$ cat src/rtl/adc_seq_ram.sv
// constants for the converter sequencer and its small two-read-port memory
package adc_seq_pkg;
  // =====================================================================
  // register map (byte addresses on the bus)
  localparam logic [11:0] REG_CTRL_ONE = 12'h000;
  localparam logic [11:0] REG_IRQ_STATUS = 12'h004;
  localparam logic [11:0] REG_IRQ_MASK = 12'h008;
  localparam logic [11:0] REG_TOP_IRQ = 12'h00c;
  localparam logic [11:0] REG_TOP_MASK = 12'h010;
  localparam logic [11:0] REG_VENDOR_CTRL = 12'h014;
  localparam logic [11:0] REG_CHAN_ENABLE = 12'h018;
  localparam logic [11:0] REG_SEQ_STATUS = 12'h01c;
  localparam logic [11:0] TABLE_BASE = 12'h080;
  localparam logic [11:0] RESULT_BASE = 12'h100;
  // =====================================================================
  // field positions and reset values
  localparam int EN_BIT = 0;
  localparam int START_BIT = 1;
  localparam int SLEEP_LSB = 2;
  localparam int DONE_BIT = 0;
  localparam int TOP_ROUND_BIT = 1;
  localparam int UNIT_BIT = 0;
  localparam logic [7:0] CTRL_RESET = 8'h00;
  localparam logic [3:0] CHAN_EN_RESET = 4'h0;
  localparam logic UNIT_RESET = 1'b0;
  localparam logic [4:0] END_MARKER = 5'h1f;
  localparam int ENTRIES = 32;
  localparam int SEL_W = 5;
  localparam int ENTRY_W = 8;
  localparam int CODE_W = 10;
  localparam int RESULT_W = 11;
  // =====================================================================
  // timing: 32.768 kHz time base from the core clock
  localparam int CLK_HZ = 20000000;
  localparam int TB_HZ = 32768;
  localparam int TB_DIV = CLK_HZ / TB_HZ;
  localparam int ROUND_US = 15625;
  localparam int ROUND_TICKS = ROUND_US * TB_HZ / 1000000;
  localparam int SLOT_TICKS = ROUND_TICKS / ENTRIES;
  localparam int SLEEP_MS [8] = '{0, 1, 2, 4, 8, 12, 20, 27};
  // =====================================================================
  // sequencer states
  typedef enum logic [2:0] {
    ST_IDLE = 3'b000,
    ST_LOAD = 3'b001,
    ST_DECODE = 3'b010,
    ST_PLL = 3'b011,
    ST_CONV = 3'b100,
    ST_SLOT = 3'b101,
    ST_SLEEP = 3'b110
  } seq_state_t;
endpackage

`timescale 1ns/1ps
`default_nettype none
module adc_seq_ram #(
  parameter int WIDTH = 8,
  parameter int DEPTH = 32,
  parameter int AW = 5
) (
  // clock
  input wire logic clk,
  // write port
  input wire logic we,
  input wire logic [AW-1:0] waddr,
  input wire logic [WIDTH-1:0] wdata,
  // two registered read ports
  input wire logic [AW-1:0] raddr_a,
  output logic [WIDTH-1:0] rdata_a,
  input wire logic [AW-1:0] raddr_b,
  output logic [WIDTH-1:0] rdata_b
);
  logic [WIDTH-1:0] mem [DEPTH];

  // write, then registered reads (old data on a same-address collision)
  always_ff @(posedge clk) begin
    if (we) begin
      mem[waddr] <= wdata;
    end
    rdata_a <= mem[raddr_a];
    rdata_b <= mem[raddr_b];
  end
endmodule
`default_nettype wire

$ cat src/rtl/adc_round_robin_sequencer.sv
// round-robin converter sequencer with a wishbone register file
// Behaviour
// - channel table holds 32 entries of five address bits plus three bias bits
// - result file holds 32 entries of ten code bits plus one
// - with start set the table is walked in order, converting each entry
// - three upper entry bits drive the touch bias switches during that step
// - low five bits choose one of 32 inputs, codes 10..21 general purpose
// - each result carries the gain setting as its top bit
// - an entry with address 0x1F ends the round without converting
// - round end sets done flag bit 0, gated by its mask bit
// - round end sets top bit 1; irq out only if top mask bit 1 clear
// - after a round sleep 0 to 27 ms by sleep field, then restart if start is still set, else go idle
// - new results overwrite the previous round directly
// - a full round of 32 conversions fits in 15.625 ms
// - optional channels 22, 24, 25, 26 connect only when enabled
// - result unit select resets to 0, native converter steps
// - unit select 1 gives round units for dedicated channels
// - full code range spans the 2.40 V scaled input
// - table entry address is its five-bit select field
// - events are timed from a 32.768 kHz time base
// - an inactive pll is requested before converting
`timescale 1ns/1ps
`default_nettype none
module adc_round_robin_sequencer
  import adc_seq_pkg::*;
(
  // clock and reset
  input wire logic core_clk,
  input wire logic arst_n,
  // wishbone slave
  input wire logic wb_cyc_i,
  input wire logic wb_stb_i,
  input wire logic wb_we_i,
  input wire logic [11:0] wb_adr_i,
  input wire logic [3:0] wb_sel_i,
  input wire logic [31:0] wb_dat_i,
  output logic [31:0] wb_dat_o,
  output logic wb_ack_o,
  // converter core
  output logic conv_power_en,
  output logic conv_req,
  output logic [4:0] conv_chan,
  output logic [2:0] bias_sw,
  output logic result_unit_select,
  output logic [3:0] alt_chan_en,
  input wire logic conv_done,
  input wire logic [9:0] conv_data,
  input wire logic conv_gain,
  // pll
  output logic pll_req,
  input wire logic pll_active,
  // chip interrupt
  output logic chip_irq_out
);
  // ===================================================================
  // declarations
  logic [7:0] conv_ctrl_one;
  logic round_done_flag, round_done_mask, top_flag, top_mask;
  logic busy, pll_meta, pll_sync, done_pulse, tb_tick;
  logic [9:0] tb_cnt;
  logic [9:0] sleep_cnt;
  logic [4:0] slot_ticks;
  logic [4:0] idx;
  seq_state_t state;
  logic [ENTRY_W-1:0] tbl_seq_q, tbl_bus_q;
  logic [RESULT_W-1:0] res_bus_q, res_seq_q;
  logic [RESULT_W-1:0] res_wdata;
  logic res_we, bus_wr, in_table, in_result, conv_enable_bit, round_start_bit;
  logic [31:0] next_rdata;

  // seq sleep count in time-base ticks for a sleep field code
  function automatic logic [9:0] sleep_ticks(input logic [2:0] code);
    sleep_ticks = 10'(SLEEP_MS[code] * TB_HZ / 1000);
  endfunction

  assign conv_enable_bit = conv_ctrl_one[EN_BIT];
  assign round_start_bit = conv_ctrl_one[START_BIT];

  // ===================================================================
  // wishbone: request seen, ram read, then ack with registered data
  assign bus_wr = busy & wb_we_i & wb_sel_i[0];
  assign in_table = wb_adr_i[11:7] == TABLE_BASE[11:7];
  assign in_result = wb_adr_i[11:7] == RESULT_BASE[11:7];

  always_ff @(posedge core_clk or negedge arst_n) begin
    if (!arst_n) begin
      busy <= 1'b0;
      wb_ack_o <= 1'b0;
    end else begin
      wb_ack_o <= busy;
      busy <= wb_cyc_i & wb_stb_i & ~busy & ~wb_ack_o;
    end
  end

  // read mux, unmapped addresses read as zero
  always_comb begin
    next_rdata = 32'h0;
    if (in_table) begin
      next_rdata = {24'h0, tbl_bus_q};
    end else if (in_result) begin
      next_rdata = {21'h0, res_bus_q};
    end else begin
      case (wb_adr_i)
        REG_CTRL_ONE: next_rdata = {24'h0, conv_ctrl_one};
        REG_IRQ_STATUS: next_rdata = {31'h0, round_done_flag};
        REG_IRQ_MASK: next_rdata = {31'h0, round_done_mask};
        REG_TOP_IRQ: next_rdata = {30'h0, top_flag, 1'b0};
        REG_TOP_MASK: next_rdata = {30'h0, top_mask, 1'b0};
        REG_VENDOR_CTRL: next_rdata = {31'h0, result_unit_select};
        REG_CHAN_ENABLE: next_rdata = {28'h0, alt_chan_en};
        REG_SEQ_STATUS: next_rdata = {24'h0, state, idx};
        default: next_rdata = 32'h0;
      endcase
    end
  end

  always_ff @(posedge core_clk or negedge arst_n) begin
    if (!arst_n) begin
      wb_dat_o <= 32'h0;
    end else if (busy) begin
      wb_dat_o <= next_rdata;
    end
  end

  // ===================================================================
  // control registers written by software
  always_ff @(posedge core_clk or negedge arst_n) begin
    if (!arst_n) begin
      conv_ctrl_one <= CTRL_RESET;
      round_done_mask <= 1'b0;
      top_mask <= 1'b0;
      result_unit_select <= UNIT_RESET;
      alt_chan_en <= CHAN_EN_RESET;
    end else if (bus_wr) begin
      case (wb_adr_i)
        REG_CTRL_ONE: conv_ctrl_one <= wb_dat_i[7:0];
        REG_IRQ_MASK: round_done_mask <= wb_dat_i[DONE_BIT];
        REG_TOP_MASK: top_mask <= wb_dat_i[TOP_ROUND_BIT];
        REG_VENDOR_CTRL: result_unit_select <= wb_dat_i[UNIT_BIT];
        REG_CHAN_ENABLE: alt_chan_en <= wb_dat_i[3:0];
        default: ;
      endcase
    end
  end

  // converter power follows the enable bit
  always_ff @(posedge core_clk or negedge arst_n) begin
    if (!arst_n) begin
      conv_power_en <= 1'b0;
    end else begin
      conv_power_en <= conv_enable_bit;
    end
  end

  // ===================================================================
  // sticky flags, write one to clear, a new set wins over the clear
  always_ff @(posedge core_clk or negedge arst_n) begin
    if (!arst_n) begin
      round_done_flag <= 1'b0;
      top_flag <= 1'b0;
    end else begin
      round_done_flag <= done_pulse | (round_done_flag & ~(bus_wr &&
        wb_adr_i == REG_IRQ_STATUS && wb_dat_i[DONE_BIT]));
      top_flag <= done_pulse | (top_flag & ~(bus_wr &&
        wb_adr_i == REG_TOP_IRQ && wb_dat_i[TOP_ROUND_BIT]));
    end
  end

  // chip interrupt from both flag/mask pairs
  always_ff @(posedge core_clk or negedge arst_n) begin
    if (!arst_n) begin
      chip_irq_out <= 1'b0;
    end else begin
      chip_irq_out <= round_done_flag & ~round_done_mask & top_flag & ~top_mask;
    end
  end

  // ===================================================================
  // pll status synchroniser
  always_ff @(posedge core_clk or negedge arst_n) begin
    if (!arst_n) begin
      pll_meta <= 1'b0;
      pll_sync <= 1'b0;
    end else begin
      pll_meta <= pll_active;
      pll_sync <= pll_meta;
    end
  end

  // time base divider, one-cycle tick
  always_ff @(posedge core_clk or negedge arst_n) begin
    if (!arst_n) begin
      tb_cnt <= 10'h0;
      tb_tick <= 1'b0;
    end else begin
      tb_tick <= tb_cnt == 10'(TB_DIV - 1);
      tb_cnt <= (tb_cnt == 10'(TB_DIV - 1)) ? 10'h0 : tb_cnt + 10'h1;
    end
  end

  // ===================================================================
  // table and result memories
  adc_seq_ram #(.WIDTH(ENTRY_W), .DEPTH(ENTRIES), .AW(SEL_W)) u_table (
    .clk(core_clk),
    .we(bus_wr && in_table),
    .waddr(wb_adr_i[6:2]),
    .wdata(wb_dat_i[ENTRY_W-1:0]),
    .raddr_a(idx),
    .rdata_a(tbl_seq_q),
    .raddr_b(wb_adr_i[6:2]),
    .rdata_b(tbl_bus_q)
  );

  assign res_we = (state == ST_CONV) && conv_done;
  assign res_wdata = {conv_gain, conv_data};

  adc_seq_ram #(.WIDTH(RESULT_W), .DEPTH(ENTRIES), .AW(SEL_W)) u_result (
    .clk(core_clk),
    .we(res_we),
    .waddr(idx),
    .wdata(res_wdata),
    .raddr_a(idx),
    .rdata_a(res_seq_q),
    .raddr_b(wb_adr_i[6:2]),
    .rdata_b(res_bus_q)
  );

  // ===================================================================
  // sequencer
  always_ff @(posedge core_clk or negedge arst_n) begin
    if (!arst_n) begin
      state <= ST_IDLE;
      idx <= 5'h0;
      slot_ticks <= 5'h0;
      sleep_cnt <= 10'h0;
      conv_req <= 1'b0;
      conv_chan <= 5'h0;
      bias_sw <= 3'h0;
      pll_req <= 1'b0;
      done_pulse <= 1'b0;
    end else if (!conv_enable_bit) begin
      state <= ST_IDLE;
      idx <= 5'h0;
      conv_req <= 1'b0;
      bias_sw <= 3'h0;
      pll_req <= 1'b0;
      done_pulse <= 1'b0;
    end else begin
      done_pulse <= 1'b0;
      conv_req <= 1'b0;
      if (tb_tick && slot_ticks != 5'h1f) begin
        slot_ticks <= slot_ticks + 5'h1;
      end
      case (state)
        ST_IDLE: begin
          if (round_start_bit) begin
            idx <= 5'h0;
            state <= ST_LOAD;
          end
        end
        ST_LOAD: state <= ST_DECODE;
        ST_DECODE: begin
          if (tbl_seq_q[SEL_W-1:0] == END_MARKER) begin
            done_pulse <= 1'b1;
            bias_sw <= 3'h0;
            pll_req <= 1'b0;
            sleep_cnt <= sleep_ticks(conv_ctrl_one[SLEEP_LSB +: 3]);
            state <= ST_SLEEP;
          end else begin
            conv_chan <= tbl_seq_q[SEL_W-1:0];
            bias_sw <= tbl_seq_q[ENTRY_W-1:SEL_W];
            slot_ticks <= 5'h0;
            pll_req <= 1'b1;
            state <= ST_PLL;
          end
        end
        ST_PLL: begin
          if (pll_sync) begin
            conv_req <= 1'b1;
            state <= ST_CONV;
          end
        end
        ST_CONV: begin
          if (conv_done) begin
            state <= ST_SLOT;
          end
        end
        ST_SLOT: begin
          if (slot_ticks >= 5'(SLOT_TICKS)) begin
            if (idx == 5'(ENTRIES - 1)) begin
              done_pulse <= 1'b1;
              bias_sw <= 3'h0;
              pll_req <= 1'b0;
              sleep_cnt <= sleep_ticks(conv_ctrl_one[SLEEP_LSB +: 3]);
              state <= ST_SLEEP;
            end else begin
              idx <= idx + 5'h1;
              state <= ST_LOAD;
            end
          end
        end
        ST_SLEEP: begin
          if (sleep_cnt == 10'h0) begin
            idx <= 5'h0;
            state <= round_start_bit ? ST_LOAD : ST_IDLE;
          end else if (tb_tick) begin
            sleep_cnt <= sleep_cnt - 10'h1;
          end
        end
        default: state <= ST_IDLE;
      endcase
    end
  end
endmodule
`default_nettype wire

$ cat config.mk
export PLATFORM = sky130hd
export DESIGN_NAME = adc_round_robin_sequencer
export DESIGN_NICKNAME = d
export VERILOG_FILES = /design/src/rtl/adc_seq_ram.sv /design/src/rtl/adc_round_robin_sequencer.sv
export SDC_FILE = /design/constraint.sdc
export NUM_CORES = 1
export LEC_CHECK = 0
export ABC_AREA = 1
export BUFFER_PORTS_ARGS = -buffer_cell sky130_fd_sc_hd__buf_2
export CAP_MARGIN = 10
export CORE_MARGIN = 5
export CORE_UTILIZATION = 40
export CTS_CLUSTER_DIAMETER = 30
export CTS_CLUSTER_SIZE = 8
export DETAILED_ROUTE_END_ITERATION = 8
export HOLD_SLACK_MARGIN = 0.05
export PLACE_DENSITY_LB_ADDON = 0.15
export SKIP_CTS_REPAIR_TIMING = 1
export SLEW_MARGIN = 20
export SYNTH_ARGS = -nofsm -noshare
export SYNTH_HDL_FRONTEND = slang
export SYNTH_SLANG_ARGS = --single-unit
$ cat constraint.sdc
create_clock -name core_clk -period 20.2 [get_ports core_clk]
set_clock_uncertainty 0.15 [all_clocks]
set_input_delay 3.03 -clock core_clk [delete_from_list [all_inputs] [get_ports core_clk]]
set_output_delay 3.03 -clock core_clk [all_outputs]
set_load 0.01 [all_outputs]
* Word-level counts from Yosys, hierarchy flattened *
Memories as Yosys holds them, arrays and structs flattened. A register that Yosys moved wholly into a read port is not among the register bits.
Cells that the tools add are included.

cells by class
  muxes and demuxes = 53
  add/subtract/negate cells = 4
  div/mod/pow operators = 1
  bitwise operators = 20
  $lt $le $gt $ge = 2
  reduce and logical (&&, ||, !) cells = 21
  eq/ne operators = 33

operators by type and width
  cell                                                                 count
  8-bit case mux with 8 select lines                                   1
  10-bit 2-to-1 mux                                                    6
  12-bit by 5-bit == test with 1-bit output (second input constant)    4
  5-bit 2-to-1 mux                                                     8
  3-bit 2-to-1 mux                                                     12
  17-bit 2-to-1 mux                                                    2
  32-bit by 11-bit divider with 32-bit output (second input constant)  1
  10-bit case mux with 3 select lines                                  1
  12-bit by 4-bit == test with 1-bit output (second input constant)    2
  11-bit 2-to-1 mux                                                    2
  3-bit inequality test (second input constant)                        7
  3-bit case mux with 7 select lines                                   1
  1-bit 2-to-1 mux                                                     16
  5-bit case mux with 3 select lines                                   1
  12-bit by 3-bit == test with 1-bit output (second input constant)    1
  12-bit logical NOT                                                   1
  10-bit by 1-bit adder with 10-bit output (second input constant)     1
  5-bit by 1-bit adder with 5-bit output (second input constant)       2
  1-bit bitwise AND                                                    10
  10-bit == test (second input constant)                               1
  5-bit == test (second input constant)                                2
  10-bit logical NOT                                                   1
  2-bit inequality test (second input constant)                        5
  2-bit AND reduction                                                  5
  22 further kinds                                                     41

storage, ports and cells
  register bits after elaboration = 100
  word-level logic and storage cells = 162
  bits in read-only memories = 256
  output and inout port bits = 50
  bits of input ports = 66
  bits in writable memories = 608
  memories kept = 3

memories
  memory            depth  width  read ports  clocked after Yosys merged registers in  wr ports  RTL line                         text
  u_result.mem      32     11     1           1                                        1         adc_seq_ram.sv:73                logic [WIDTH-1:0] mem [DEPTH];
  (name not given)  8      32     1           0                                        0         adc_round_robin_sequencer.sv:73  sleep_ticks = 10'(SLEEP_MS[code] * TB_HZ / 1000);
  u_table.mem       32     8      2           2                                        1         adc_seq_ram.sv:73

* Depth between registers and ports, before layout *
  word-level depth = 8
  mapped depth = 57
  mapped depth without buffers = 54

* Hierarchy *
A second synthesis with hierarchy kept.

unflattened totals
  cells, all modules = 4740
  area total of the unflattened synthesis = 39446.6 sq um

modules (own cells, without submodules)
  module                     instances  area each (sq um)  sequential area each (sq um)  cells an instance
  adc_seq_ram (u_result)     1          18596.6            11010.6                       2097
  adc_seq_ram (u_table)      1          13660.6            8007.7                        1539
  adc_round_robin_sequencer  1          7189.4             1976.9                        1104

* Worst setup path after synthesis *
Ideal clock, no wire load.

  path kind = register to register
  start = register conv_ctrl_one[3]
  end = register sleep_cnt[0]
  slack = 13.622 ns
  arrival = 6.311 ns
  library setup time = 0.117 ns
  data required time = 19.933 ns
  clock period less this slack = 6.578 ns
  path buffers = 6
  stages on the path, launching flop included = 52
  cell sequence = dfrtp_1 > ha_1 > nor2_4 > ha_1 > nand2_1 > nor2_2 > nand2_4 > ha_1 > inv_1 > nand2_4 > nand4_4 > ha_1 > nand2_1 > nor2_4 > nand2_2 > nand3_2 > buf_6 > buf_6 > [16 not listed] > nand2_4 > nand3_4 > buf_4 > ha_1 > inv_1 > nand3_2 > nor2_2 > nand3_2 > nand2_1 > nor2_1 > nand2_1 > nand2_1 > nor2_1 > nand2_1 > nor2_1 > nand2_1 > nand2_1 > nand2_1

between the ends
  word-level cells in the longest chain between the ends = 8
  elaborated cells between the ends (all ways) = 9
  those cells by class = div: 1; mux: 6; bitwise: 1; memory: 1

ends and longest elaborated chain
  what                                                      RTL line                          text
  start, declared                                           adc_round_robin_sequencer.sv:57   logic [7:0] conv_ctrl_one;
  start signal, assigned                                    adc_round_robin_sequencer.sv:136  REG_CTRL_ONE: conv_ctrl_one <= wb_dat_i[7:0];
  3-bit inverter with 4-bit output (implied by the code) *  adc_round_robin_sequencer.sv:73
  memory read 8 x 32 bit *                                  -
  17-bit 2-to-1 mux (implied by the code) * (2 in a row)    adc_round_robin_sequencer.sv:73
  32-bit by 11-bit divider with 32-bit output *             adc_round_robin_sequencer.sv:73
  10-bit 2-to-1 mux                                         adc_round_robin_sequencer.sv:290  if (idx == 5'(ENTRIES - 1)) begin
  10-bit 2-to-1 mux                                         adc_round_robin_sequencer.sv:289  if (slot_ticks >= 5'(SLOT_TICKS)) begin
  10-bit case mux with 3 select lines *                     adc_round_robin_sequencer.sv:254  case (state)
  end signal, assigned                                      adc_round_robin_sequencer.sv:267  sleep_cnt <= sleep_ticks(conv_ctrl_one[SLEEP_LSB +: 3]);
  end signal, assigned                                      adc_round_robin_sequencer.sv:294  sleep_cnt <= sleep_ticks(conv_ctrl_one[SLEEP_LSB +: 3]);
  end signal, assigned                                      adc_round_robin_sequencer.sv:307  sleep_cnt <= sleep_cnt - 10'h1;
  end, declared                                             adc_round_robin_sequencer.sv:61   logic [9:0] sleep_cnt;

Mark *: on every way between the ends. The rest lies on a longest branch, timed or not. The select of a mux whose other input is x is not followed.
A chain may end at the register's enable or synchronous reset.

* Worst setup path after layout *
Same ends and word-level chain as after synthesis.

==> flow_summary_export.csv <==
group,metric,value,unit
status,status,"finished, final reports clean",
sta,fmax,120,MHz
die,fp.dieW,295,um
sta,rsz0062_at_grt,"no",
sta,tns,0,ns
die,start_util,40.4,%
synth,async_flop_share,11.1,%
global_routing,grt_max_degree,85,
synth,yosysUniqueCellTypes,61,
sta,worst_pin_slew,1.14,ns
worst_setup_path,critPathLaunchType,"register",
placed_design,dp_slack,11.92,ns
drt,vias,25000,
drt,drt_iter0_drc,2623,
synth,synthCells,3029,
clock_network,clkSinkCount,714,
clock_network,cts_buffers,157,
power_and_ir_drop,ir_worst_vdd,0.0691,mV
sta,worst_slack,11.88,ns
sta,fin_crit_sh,41.2,%
die,rows,104,
sta,hold_ws,0.214,ns
worst_setup_path,critical_path_buf_inv_count,3,
die,die_y,295,um
drt,wl,101000,um
synth,synthFlopType,"edfxtp_1",
drt,drc,0,
sta,relSlewSlack,23.3,%
power_and_ir_drop,power.density,112,nW/um2
sta,finalHoldViolCount,0,
worst_setup_path,slowest_delay,0.51,ns
cells_and_area,mostFrequentLayoutCells,"nand2_1, edfxtp_1, nor2_1, o21ai_0, a22oi_1",
worst_setup_path,critPathSlowestCell,"dfrtp_1",
sta,maxSlewViolCount,0,
clock_network,root_buffer,"clkbuf_16",
synth,yosysWarnings,0,
die,core,80700,um2
worst_setup_path,reg2reg_from,"conv_ctrl_one[3]",
drt,wl_per_cell,23.2,um
worst_hold_path,hold_start,"pll_meta",
placed_design,place_hpwl,62100,um
die,die_area,87300,um2
clock_network,cts-htree-levels,4,
synth,ys_ff_latch,714,
clock_network,cts_buffer_depth,3,
cells_and_area,final_common_cell,"nand2_1",
global_routing,grt_pass1_vias,24200,
placed_design,gp_congestion,0.870,
worst_hold_path,hold_class,"register to register",
worst_setup_path,crit_path_end_kind,"register",
placed_design,port_buffers,67,
flow_run,timing.max_cap.violations,0,
cells_and_area,post-route-util,48.9,%
worst_setup_path,cp.arrival,8.75,ns
global_routing,grt_pass1_wl,149000,um
synth,syn_area_per_cell,10.8,um2
cells_and_area,nNetsFinal,3247,
cells_and_area,num_antenna_cells,0,
clock_network,clock_latency,0.73,ns
placed_design,place_inst,4060,
synth,synth_enable_flop_cells,608,
global_routing,grt_antenna_before_repair,4,
sta,fin_crit,8.32,ns
drt,first_pass_iters,6,
power_and_ir_drop,leakage,14.7,nW
clock_network,clk_pin_slew,0.04,ns
worst_setup_path,cpMostUsedCell,"nand2_1",
cells_and_area,syn2layout_area_growth,21.0,%
synth,netlist_area,32600,um2
worst_setup_path,crit_family,"simple AND/OR/NAND/NOR gates",
drt,vias_per_cell,5.76,
cells_and_area,fillers,7108,
sta,finalSetupViolCount,0,
worst_setup_path,required,20.64,ns
cells_and_area,stdcell_count,4349,
cells_and_area,drive_gt1_share,15.0,%
drt,ant_nets,0,
clock_network,cts_tree,"done",
worst_setup_path,worstSetupPathType,"register to register",
global_routing,grt_overflow,0,
synth,ys_seq_area_share,63.7,%
worst_setup_path,setup.worst_path.start,"conv_ctrl_one[3]",
worst_setup_path,path_max_fanout,20,
die,io_pins,116,
global_routing,grt_use_total,22.6,%
routing by layer:
layer	up-vias	track usage (%)	part of all wire (%)
li1	11300	-	-
met1	12400	31.5	43
met2	1184	35.6	46
met3	181	5.01	8.3
met4	4	7.04	2.3
met5	-	0	0.027
cells in the mapped netlist (all sizes together) (6+ instances only):
| library cell | number | area share (%) |
|---|---|---|
| nand2 | 652 | 7.9 |
| edfxtp | 608 | 56 |
| nor2 | 334 | 4.4 |
| o21ai | 202 | 3.1 |
| inv | 185 | 2.1 |
| a22oi | 171 | 3.9 |
| nand3 | 141 | 2.5 |
| clkbuf | 128 | 1.5 |
| a21oi | 86 | 1.3 |
| nand4 | 84 | 1.7 |
| dfrtp | 79 | 6.1 |
| o22ai | 62 | 1.2 |
| buf | 43 | 0.94 |
| a221oi | 36 | 0.97 |
| dfxtp | 27 | 1.7 |
| nor3 | 23 | 0.39 |
| ha | 22 | 0.84 |
| a31oi | 21 | 0.40 |
| a22o | 19 | 0.51 |
| xor2 | 18 | 0.48 |
| o211ai | 15 | 0.35 |
| a211oi | 11 | 0.25 |
| nor4 | 8 | 0.15 |
| a32oi | 7 | 0.19 |
| nand3b | 6 | 0.18 |
worst register-to-register path, delay by kind of cell, from the launching register on:
family	cells	cell delay [ns]
flip-flops	1	0.51
AND/OR/NAND/NOR	37	5.72
adder cells (fa/ha/maj)	5	1.56
buffers and inverters	3	0.26
logic make-up (layout without fill, tap and decap cells):
family          count (synthesis)  count (layout)  share of synthesized area, %
buf+inv                       359             599                          4.59
compound gates                658             658                          13.0
other cells                     1              21                        0.0115
flops                         714             714                          63.7
simple gates                 1252            1252                          17.2
mux                             1               1                        0.0345
fa+ha+maj                      22              22                         0.844
xor+xnor                       22              22                         0.591
cell type report:
class / instances / area, um2 / share of cell area, %
clock buffers: 188 / 4090 / 10.4
clock inverters: 101 / 1320 / 3.36
inverters: 188 / 717 / 1.82
multi-input cells: 1976 / 10500 / 26.5
flip-flops and latches: 714 / 20800 / 52.7
well taps: 1060 / 1330 / 3.36
repair buffers: 122 / 751 / 1.90
sequential cells by signal, summed over array words and instances, names as in the netlist, 8 cells and up:
signal / count
sleep_cnt: 10
tb_cnt: 10
u_result.mem: 352
u_result.rdata_b: 11
u_table.mem: 256
u_table.rdata_a: 8
conv_ctrl_one: 8
u_table.rdata_b: 8
wb_dat_o: 11
metrics by stage:
stage	area, um2	total power, W
2_1_floorplan	32700	0.00179
3_3_place_gp	34000	0.00188
3_5_place_dp	34000	0.00188
4_1_cts	39400	0.00444
5_1_grt	39400	0.00455
6_report	39400	0.00442
power by group:
part | internal (W) | switching [W] | total, W
Clock | 0.00174 | 0.000823 | 0.00256
Sequential | 0.00161 | 0.00000310 | 0.00162
Combinational | 0.0000628 | 0.000176 | 0.000239
worst paths after layout:
kind	endpoint	slack (ns)	cells after the start
max	sleep_cnt[0]	11.88	45
min	pll_sync	0.21	0
max reg2reg	sleep_cnt[0]	11.88	45
min reg2reg	pll_sync	0.21	0
max in group asynchronous	idx[0]	16.77	2
min in group asynchronous	sleep_cnt[8]	2.15	1
Note: power is estimated with default switching activity, not from simulation.
